==> src/design/pvg_pkg.sv <==
`default_nettype none
package pvg_pkg;
  // widths
  localparam int LVL_W  = 3;                    // priority level width
  localparam int NSRC   = 6;                    // implemented request sources
  localparam int DATA_W = 16;                   // processor data bus width
  localparam int ADDR_W = 23;                   // word address, bits 23..1

  // request source indices, also level minus one
  localparam int SRC_FIBER = 0;
  localparam int SRC_OWN_A = 1;
  localparam int SRC_OWN_B = 2;
  localparam int SRC_NET_A = 3;
  localparam int SRC_NET_B = 4;
  localparam int SRC_WDT   = 5;

  // priority levels on the priority_level_lines
  localparam logic [LVL_W-1:0] LVL_NONE  = 3'h0;
  localparam logic [LVL_W-1:0] LVL_FIBER = 3'h1;
  localparam logic [LVL_W-1:0] LVL_OWN_A = 3'h2;
  localparam logic [LVL_W-1:0] LVL_OWN_B = 3'h3;
  localparam logic [LVL_W-1:0] LVL_NET_A = 3'h4;
  localparam logic [LVL_W-1:0] LVL_NET_B = 3'h5;
  localparam logic [LVL_W-1:0] LVL_WDT   = 3'h6;
  localparam logic [LVL_W-1:0] LVL_NEVER = 3'h7;

  // vectors (41..46 decimal)
  localparam logic [7:0] VEC_FIBER = 8'h29;
  localparam logic [7:0] VEC_OWN_A = 8'h2a;
  localparam logic [7:0] VEC_OWN_B = 8'h2b;
  localparam logic [7:0] VEC_NET_A = 8'h2c;
  localparam logic [7:0] VEC_NET_B = 8'h2d;
  localparam logic [7:0] VEC_WDT   = 8'h2e;
  localparam logic [7:0] VEC_HI    = 8'h00;     // upper data byte during acknowledge

  // bus decode
  localparam logic [2:0]        FC_IACK         = 3'h7;        // acknowledge cycle code
  localparam logic [ADDR_W-1:0] TIMER_ACK_WADDR = 23'h002000;  // byte 04000
  localparam logic [DATA_W-1:0] DATA_IDLE       = 16'h0000;

  // processor bus pins as sampled
  typedef struct packed {
    logic              as_n;   // address strobe, low active
    logic              rw;     // high for read
    logic [2:0]        fc;     // function_code_lines
    logic [ADDR_W-1:0] addr;   // address bits 23..1
  } pvg_bus_s;

  localparam pvg_bus_s BUS_IDLE = '{as_n: 1'b1, rw: 1'b1, fc: 3'h0, addr: 23'h000000};

  // vector for an acknowledged level
  function automatic logic [7:0] pvg_vec_of(input logic [LVL_W-1:0] lvl);
    logic [7:0] v;
    v = 8'h00;
    case (lvl)
      LVL_FIBER: v = VEC_FIBER;
      LVL_OWN_A: v = VEC_OWN_A;
      LVL_OWN_B: v = VEC_OWN_B;
      LVL_NET_A: v = VEC_NET_A;
      LVL_NET_B: v = VEC_NET_B;
      LVL_WDT:   v = VEC_WDT;
      default:   v = 8'h00;
    endcase
    return v;
  endfunction : pvg_vec_of
endpackage : pvg_pkg
`default_nettype wire

==> src/design/pvg_prio_enc.sv <==
`timescale 1ns/1ps
`default_nettype none
// highest pending request wins; none pending gives level zero
module pvg_prio_enc
  import pvg_pkg::*;
(
  input  wire logic [NSRC-1:0]  req,
  output logic      [LVL_W-1:0] level
);
  logic [LVL_W-1:0] hit [NSRC:0];   // running result up the chain

  assign hit[0] = LVL_NONE;

  // one stage per source, higher index overrides
  genvar g;
  generate
    for (g = 0; g < NSRC; g++) begin : g_stage
      assign hit[g+1] = req[g] ? LVL_W'(g + 1) : hit[g];
    end
  endgenerate

  assign level = hit[NSRC];
endmodule : pvg_prio_enc
`default_nettype wire

==> src/design/pvg_top.sv <==
// Behaviour
// RULE1: present highest pending level on priority lines
// RULE2: processor services only levels above its mask
// RULE3: forward highest level, keep others pending
// RULE4: processor puts acknowledged level on A1-A3
// RULE5: drive vector only in acknowledge cycles
// RULE6: watchdog uses level 6, vector 46
// RULE7: second controller status at level 5
// RULE8: first controller status at level 4
// RULE9: second port ownership at level 3
// RULE10: first port ownership at level 2
// RULE11: fiber self-test level 1, gated
// RULE12: ownership update raises that port's request
// RULE13: read of 04000 clears timer request
// RULE14: requests hold; zero idle; seven never
// RULE15: release data bus when acknowledge ends
`timescale 1ns/1ps
`default_nettype none
module pvg_top
  import pvg_pkg::*;
(
  input  wire logic              sys_clk,
  input  wire logic              rst,
  input  wire logic              wdt_tick,          // watchdog expiry pulse
  input  wire logic [15:0]       net_a_status,      // controller_status_register_zero flags, A
  input  wire logic [15:0]       net_b_status,      // controller_status_register_zero flags, B
  input  wire logic              own_a_update,      // ownership bit written by port A
  input  wire logic              own_b_update,      // ownership bit written by port B
  input  wire logic              own_a_clr,         // processor cleared port A ownership
  input  wire logic              own_b_clr,         // processor cleared port B ownership
  input  wire logic              selftest_active,   // self-test running
  input  wire logic              fiber_present,     // fiber-optic module fitted
  input  wire logic              fiber_test_req,    // fiber circuitry test request
  input  wire pvg_bus_s          cpu_bus,           // processor bus pins, asynchronous
  output logic      [LVL_W-1:0]  priority_level_lines,
  output logic      [DATA_W-1:0] vec_data,
  output logic                   vec_data_oe
);
  // pin synchroniser stages
  pvg_bus_s bus_s1_q;                      // first stage, read only by second
  pvg_bus_s bus_q;                         // usable bus view
  logic     as_prev_q;                     // strobe one cycle back

  // sticky sources
  logic wdt_q;                             // watchdog pending
  logic own_a_q;                           // port A ownership pending
  logic own_b_q;                           // port B ownership pending

  // combinational views
  logic [NSRC-1:0]  pend;                  // all pending requests
  logic [LVL_W-1:0] enc_level;             // encoder result
  logic             ack_now;               // acknowledge cycle in progress
  logic             timer_read;            // start of a read at 04000
  logic [LVL_W-1:0] ack_level;             // level on A1-A3

  // two-flop synchroniser for processor pins
  always_ff @(posedge sys_clk) begin
    if (rst) begin
      bus_s1_q <= BUS_IDLE;
      bus_q    <= BUS_IDLE;
    end else begin
      bus_s1_q <= cpu_bus;
      bus_q    <= bus_s1_q;
    end
  end

  // strobe history for start-of-cycle detect
  always_ff @(posedge sys_clk) begin
    if (rst) begin
      as_prev_q <= 1'b1;
    end else begin
      as_prev_q <= bus_q.as_n;
    end
  end

  // bus cycle decode
  assign ack_now    = !bus_q.as_n && (bus_q.fc == FC_IACK);             // RULE5
  assign ack_level  = bus_q.addr[LVL_W-1:0];                           // RULE4
  assign timer_read = !bus_q.as_n && as_prev_q && bus_q.rw &&
                      (bus_q.fc != FC_IACK) &&
                      (bus_q.addr == TIMER_ACK_WADDR);                 // RULE13

  // watchdog request, set wins over the clearing read
  always_ff @(posedge sys_clk) begin
    if (rst) begin
      wdt_q <= 1'b0;
    end else if (wdt_tick) begin
      wdt_q <= 1'b1;                                                  // RULE6
    end else if (timer_read) begin
      wdt_q <= 1'b0;                                                  // RULE13
    end
  end

  // ownership requests, held until the processor clears them
  always_ff @(posedge sys_clk) begin
    if (rst) begin
      own_a_q <= 1'b0;
      own_b_q <= 1'b0;
    end else begin
      // port A
      if (own_a_update) begin
        own_a_q <= 1'b1;                                              // RULE10 RULE12
      end else if (own_a_clr) begin
        own_a_q <= 1'b0;                                              // RULE14
      end
      // port B
      if (own_b_update) begin
        own_b_q <= 1'b1;                                              // RULE9 RULE12
      end else if (own_b_clr) begin
        own_b_q <= 1'b0;                                              // RULE14
      end
    end
  end

  // gather the pending set; status sources are levels from the controllers
  always_comb begin
    pend            = '0;
    pend[SRC_WDT]   = wdt_q;                                          // RULE6
    pend[SRC_NET_B] = |net_b_status;                                  // RULE7
    pend[SRC_NET_A] = |net_a_status;                                  // RULE8
    pend[SRC_OWN_B] = own_b_q;                                        // RULE9
    pend[SRC_OWN_A] = own_a_q;                                        // RULE10
    pend[SRC_FIBER] = fiber_test_req && selftest_active && fiber_present; // RULE11
  end

  // highest pending level
  pvg_prio_enc pvg_prio_enc_i (
    .req   (pend),
    .level (enc_level)
  );

  // registered priority lines; the processor masks by its own level
  always_ff @(posedge sys_clk) begin
    if (rst) begin
      priority_level_lines <= LVL_NONE;
    end else begin
      priority_level_lines <= enc_level;                             // RULE1 RULE2 RULE3
    end
  end

  // vector driver: only levels 1..6, released when the strobe rises
  always_ff @(posedge sys_clk) begin
    if (rst) begin
      vec_data    <= DATA_IDLE;
      vec_data_oe <= 1'b0;
    end else if (ack_now && (ack_level != LVL_NONE) && (ack_level != LVL_NEVER)) begin
      vec_data    <= {VEC_HI, pvg_vec_of(ack_level)};               // RULE5
      vec_data_oe <= 1'b1;
    end else begin
      vec_data    <= DATA_IDLE;
      vec_data_oe <= 1'b0;                                           // RULE15
    end
  end

  // checks
  chk_level_never_seven: assert property (@(posedge sys_clk) disable iff (rst) // RULE14
    priority_level_lines != LVL_NEVER)
    else $error("priority level seven driven");

  chk_idle_level_zero: assert property (@(posedge sys_clk) disable iff (rst) // RULE14
    (pend == '0) |=> (priority_level_lines == LVL_NONE))
    else $error("level not zero with nothing pending");

  chk_wdt_top_level: assert property (@(posedge sys_clk) disable iff (rst) // RULE6
    wdt_tick ##1 1'b1 |=> (priority_level_lines == LVL_WDT))
    else $error("watchdog not presented at level six");

  chk_net_b_level: assert property (@(posedge sys_clk) disable iff (rst) // RULE7
    (|net_b_status && !wdt_q) |=> (priority_level_lines == LVL_NET_B))
    else $error("second controller not at level five");

  chk_net_a_level: assert property (@(posedge sys_clk) disable iff (rst) // RULE8
    (|net_a_status && pend[NSRC-1:SRC_NET_A+1] == '0) |=>
      (priority_level_lines == LVL_NET_A))
    else $error("first controller not at level four");

  chk_own_b_raise: assert property (@(posedge sys_clk) disable iff (rst) // RULE9
    own_b_update ##1 (pend[NSRC-1:SRC_OWN_B+1] == '0) |=>
      (priority_level_lines == LVL_OWN_B))
    else $error("port B ownership not at level three");

  chk_own_a_hold: assert property (@(posedge sys_clk) disable iff (rst) // RULE10
    own_a_update ##1 !own_a_clr[*3] |-> own_a_q)
    else $error("port A ownership request dropped");

  chk_fiber_gate: assert property (@(posedge sys_clk) disable iff (rst) // RULE11
    (!selftest_active || !fiber_present) && (pend[NSRC-1:SRC_FIBER+1] == '0) |=>
      (priority_level_lines == LVL_NONE))
    else $error("fiber request outside self-test");

  chk_lower_stays: assert property (@(posedge sys_clk) disable iff (rst) // RULE3
    (own_a_q && wdt_q && !own_a_clr) |=> own_a_q)
    else $error("lower request lost behind higher one");

  chk_timer_clear: assert property (@(posedge sys_clk) disable iff (rst) // RULE13
    (timer_read && !wdt_tick) |=> !wdt_q)
    else $error("timer read did not clear request");

  chk_vector_value: assert property (@(posedge sys_clk) disable iff (rst) // RULE5
    vec_data_oe |-> (vec_data[7:0] == 8'h28 + {5'h00, $past(ack_level)}) &&
                    $past(ack_now))
    else $error("wrong vector or driven outside acknowledge");

  chk_bus_release: assert property (@(posedge sys_clk) disable iff (rst) // RULE15
    $rose(bus_q.as_n) |=> !vec_data_oe)
    else $error("data bus held after acknowledge");

  // set beats a clearing read in the same cycle
  chk_wdt_set_wins: assert property (@(posedge sys_clk) disable iff (rst) // RULE6
    wdt_tick |=> wdt_q)
    else $error("watchdog pulse lost against clearing read");

  // level six acknowledge returns vector 46
  chk_wdt_vector: assert property (@(posedge sys_clk) disable iff (rst) // RULE6
    (ack_now && (ack_level == LVL_WDT)) |=>
      (vec_data_oe && (vec_data == {VEC_HI, VEC_WDT})))
    else $error("watchdog acknowledge without its vector");

  // ownership updates always latch, even against a clear
  chk_own_a_wins: assert property (@(posedge sys_clk) disable iff (rst) // RULE10 RULE12
    own_a_update |=> own_a_q)
    else $error("port A ownership update not latched");

  chk_own_b_wins: assert property (@(posedge sys_clk) disable iff (rst) // RULE9 RULE12
    own_b_update |=> own_b_q)
    else $error("port B ownership update not latched");

  // a clear alone drops the held request
  chk_own_a_clear: assert property (@(posedge sys_clk) disable iff (rst) // RULE14
    (own_a_clr && !own_a_update) |=> !own_a_q)
    else $error("port A ownership request not cleared");

  // anything pending shows a nonzero level next cycle
  chk_pending_shown: assert property (@(posedge sys_clk) disable iff (rst) // RULE1
    (pend != '0) |=> (priority_level_lines != LVL_NONE))
    else $error("pending request not presented");

  // released bus carries the idle word
  chk_vec_idle_zero: assert property (@(posedge sys_clk) disable iff (rst) // RULE15
    !vec_data_oe |-> (vec_data == DATA_IDLE))
    else $error("data bus value while released");
endmodule : pvg_top
`default_nettype wire

==> config.mk <==
export PLATFORM = sky130hd
export DESIGN_NAME = pvg_top
export DESIGN_NICKNAME = d
export VERILOG_FILES = /design/src/design/pvg_pkg.sv /design/src/design/pvg_prio_enc.sv /design/src/design/pvg_top.sv
export SDC_FILE = /design/constraint.sdc
export NUM_CORES = 1
export LEC_CHECK = 0
export ABC_CLOCK_PERIOD_IN_PS = 1350
export BUFFER_PORTS_ARGS = -buffer_cell sky130_fd_sc_hd__buf_2
export CAP_MARGIN = 20
export CORE_MARGIN = 3
export CORE_UTILIZATION = 35
export DETAILED_ROUTE_END_ITERATION = 12
export GPL_TIMING_DRIVEN = 0
export SLEW_MARGIN = 20
export SYNTH_ARGS = -nofsm -noshare
export SYNTH_HDL_FRONTEND = slang
export SYNTH_SLANG_ARGS = --single-unit
==> constraint.sdc <==
create_clock -name sys_clk -period 1.35 [get_ports sys_clk]
set_input_delay 0.135 -clock sys_clk [delete_from_list [all_inputs] [get_ports sys_clk]]
set_output_delay 0.135 -clock sys_clk [all_outputs]
set_load 0.05 [all_outputs]
==> out/qor.csv <==
stage,metric,value,unit
outcome,outcome,"complete, no violations",
pwr,switching part of the total,21.80,%
place,dpl cell area,2643,µm²
worst_hold_path,Hold Crit Class,in2reg,
clock_network,post-cts resize count,0,
cells_and_area,Area Growth Syn to Fin,38.57,%
critical_path,Required @ worst endpoint,1570,ps
detailed_routing,final wirelength,3860,µm
timing,Final Hold Vio Count,0,
logic_synthesis,register area share after synthesis,64.08,%
clock_network,CTS Hold Bufs,12,
clock_network,CTS tree,built,
critical_path,CP arrival,1460,ps
die,# rows,27,
pwr,Clock power frac,37.2,%
place,gp weighted congestion,0.7118,
logic_synthesis,Mapped Cells,195,
clock_network,clock-pin slew on the worst setup and hold paths,70,ps
detailed_routing,DRC errors left,0,
timing,RSZ-0062 raised after global routing,no,
cells_and_area,number of antenna diodes,0,
clock_network,Setup Buffers After CTS,0,
place,PortBufs,78,
clock_network,H-tree levels,3,
logic_synthesis,Yosys Warn Count,0,
pwr,combinational power share,9.2,%
cells_and_area,FF/Latch Area,1361,µm²
cells_and_area,footprint of the multi-input gates,673.1,µm²
timing,Final Max Tran Viols,0,
detailed_routing,Routed Antenna Nets,0,
logic_synthesis,Post-synth EDFFs,0,
grt,largest net degree at the start of global routing,11,
pwr,Power Internal,0.003097,W
detailed_routing,vias after detailed routing,1573,
timing,Final min period,1244,ps
pwr,Leakage,1.349,nW
logic_synthesis,"Avg Cell Area, Syn",10.90,µm²
timing,final worst setup slack,105.8,ps
timing,Final period util,92.16,%
grt,antenna violations before repair,0,
die,io pins,90,
grt,vias in the first global route,1535,
die,Vert. Die Dim,83.91,µm
timing,max frequency,803.7,MHz
pwr,Max VDD drop,0.5465,mV
critical_path,worst r2r src,ack_level[0],
pwr,Flop pwr share,53.6,%
critical_path,Crit. End Element,flop,
logic_synthesis,Yosys top cell by area,dfxtp_1,
cells_and_area,layout cells sized above 1,35.05,%
die,Initial Util,37.43,%
cells_and_area,fin util,51.87,%
die,die area,7041,µm²
die,Die X-Extent,83.91,µm
detailed_routing,wire per inst,10.08,µm
place,Post-Place Cells,355,
critical_path,Crit Path Max Fanout,6,
cells_and_area,nets@finish,376,
timing,Worst Clk Skew,7.351,ps
logic_synthesis,Syn Std Cell Area,2125,µm²
logic_synthesis,synth unique cells,21,
cells_and_area,Finished Cell Area,2944,µm²
worst_hold_path,Hold Startpoint,cpu_bus[14],
die,Core ar.,5675,µm²
timing,setup TNS,0,ps
pwr,power density over cell area,1345,nW/µm²
place,HPWL after DPL,2916,µm
critical_path,WS Path Type,reg2reg,
detailed_routing,First DRT Iteration DRCs,24,
clock_network,worst skew pair latency,330,ps
detailed_routing,vias per std cell,4.107,
grt,grt ovf,0,
logic_synthesis,"Top FF cell, synth",dfxtp_1,
timing,Final setup viols,0,
cells_and_area,fillcell total,541,
flow_run,max-cap violation count,0,
grt,first-pass GRT wire length,6472,µm
clock_network,Clock Tree Root,clkbuf_8,
logic_synthesis,#FFs+latches synth,68,
detailed_routing,DRT Pass-1 Iters,3,
logic_synthesis,area share of the largest cell type after synthesis,64.08,%
logic_synthesis,asr flop ratio synth,0,%
critical_path,crit path launch type,flop,
clock_network,worst-case clock buffer depth,2,
pwr,Net Sw Power,0.0008631,W
clock_network,CTS sink cnt,68,
critical_path,Critical path origin,ack_level[0],
cells_and_area,filler-free cell count of the finished design,383,
logic_synthesis,largest cells by area after synthesis,"dfxtp_1 (64%), nor2b_1 (15%), buf_4 (4.6%)",
place,pre-CTS setup slack,90.61,ps
clock_network,Num CTS Buffers,9,
grt,Total Routing Usage GR,11.95,%
==> worst max-delay path, stage by stage, from the launching register on <==
cell	delay [ps]
dfxtp_1	350
nor4_1	340
nand4_1	150
nor3_1	230
nor3_1	70
==> per-stage QoR <==
| stage | hold WS (ps) | power (W) |
|---|---|---|
| 2_1_floorplan | 206.6 | 0.002377 |
| 3_3_place_gp | 320.1 | 0.002507 |
| 3_5_place_dp | 330.6 | 0.002511 |
| 4_1_cts | 0.4207 | 0.004030 |
| 5_1_grt | 10.06 | 0.004171 |
| 6_report | 19.30 | 0.003960 |
==> cells in the final DEF (no fill, tap or decap), types with 2 or more instances in the layout <==
| master | count |
|---|---|
| dfxtp_1 | 68 |
| nor2_1 | 9 |
| and3_1 | 4 |
| nand4_1 | 3 |
| nand2_1 | 4 |
| nor4_1 | 13 |
| nor4b_1 | 2 |
| nor2b_1 | 52 |
| nor3_1 | 5 |
| nand3_1 | 2 |
| clkbuf_8 | 12 |
| conb_1 | 11 |
| a21oi_1 | 2 |
| or2_2 | 4 |
| dlygate4sd3_1 | 12 |
| buf_2 | 78 |
| clkbuf_1 | 8 |
| buf_4 | 13 |
| inv_1 | 3 |
==> Yosys cell counts, drive strengths merged, types with 3 or more instances <==
cell type   n
nor3        5
or2         5
nor2b      52
and3        4
buf        13
inv         3
dfxtp      68
nand2       4
nor4       14
nor2        9
clkbuf      5
nand4       3
==> layout make-up <==
class / instances / share of cell area (%)
timing repair buffer: 90 / 17.34
sequential: 68 / 46.24
clock buffer: 15 / 5.992
buffer: 18 / 3.952
tap: 72 / 3.060
clock inverter: 1 / 0.1700
multi-input combinational: 116 / 22.86
inverter: 3 / 0.3825
==> routing by layer <==
metal	wire [µm]	track usage, %
met1	1442	11.76
met2	1900	20.32
met3	398	5.429
met4	119	7.456
met5	0	0
==> power by group through the flow <==
stage          Combinational (W)  Sequential, W  Clock (W)
2_1_floorplan           0.000198        0.00218          0
3_3_place_gp            0.000341        0.00217          0
3_5_place_dp            0.000344        0.00217          0
4_1_cts                 0.000372        0.00212    0.00154
5_1_grt                 0.000405        0.00213    0.00164
6_report                0.000365        0.00212    0.00147
==> final timing paths <==
| path | endpoint | slack [ps] | cells past startpoint |
|---|---|---|---|
| worst max register to register | wdt_q | 110 | 4 |
| worst max-delay path | wdt_q | 110 | 4 |
| worst min register to register | bus_q[26] | 410 | 1 |
| worst min-delay path | bus_s1_q[14] | 20 | 2 |
==> registers in the layout, indices dropped and copies added (netlist names), 3 cells and up <==
name                  cells
bus_q                    25
bus_s1_q                 28
ack_level                 3
priority_level_lines      3
vec_data                  4
==> cell families (layout without fill, tap and decap cells) <==
family                 Yosys count  count (layout)  share of synthesized area (%)
AND/OR/NAND/NOR                100             100                          28.03
flip-flops                      68              68                          64.08
buffers and inverters           21             127                          6.007
AO/OA/AOI/OAI                    5               5                          1.708
other                            1              11                         0.1765
Power figures use the tool's default switching activity.
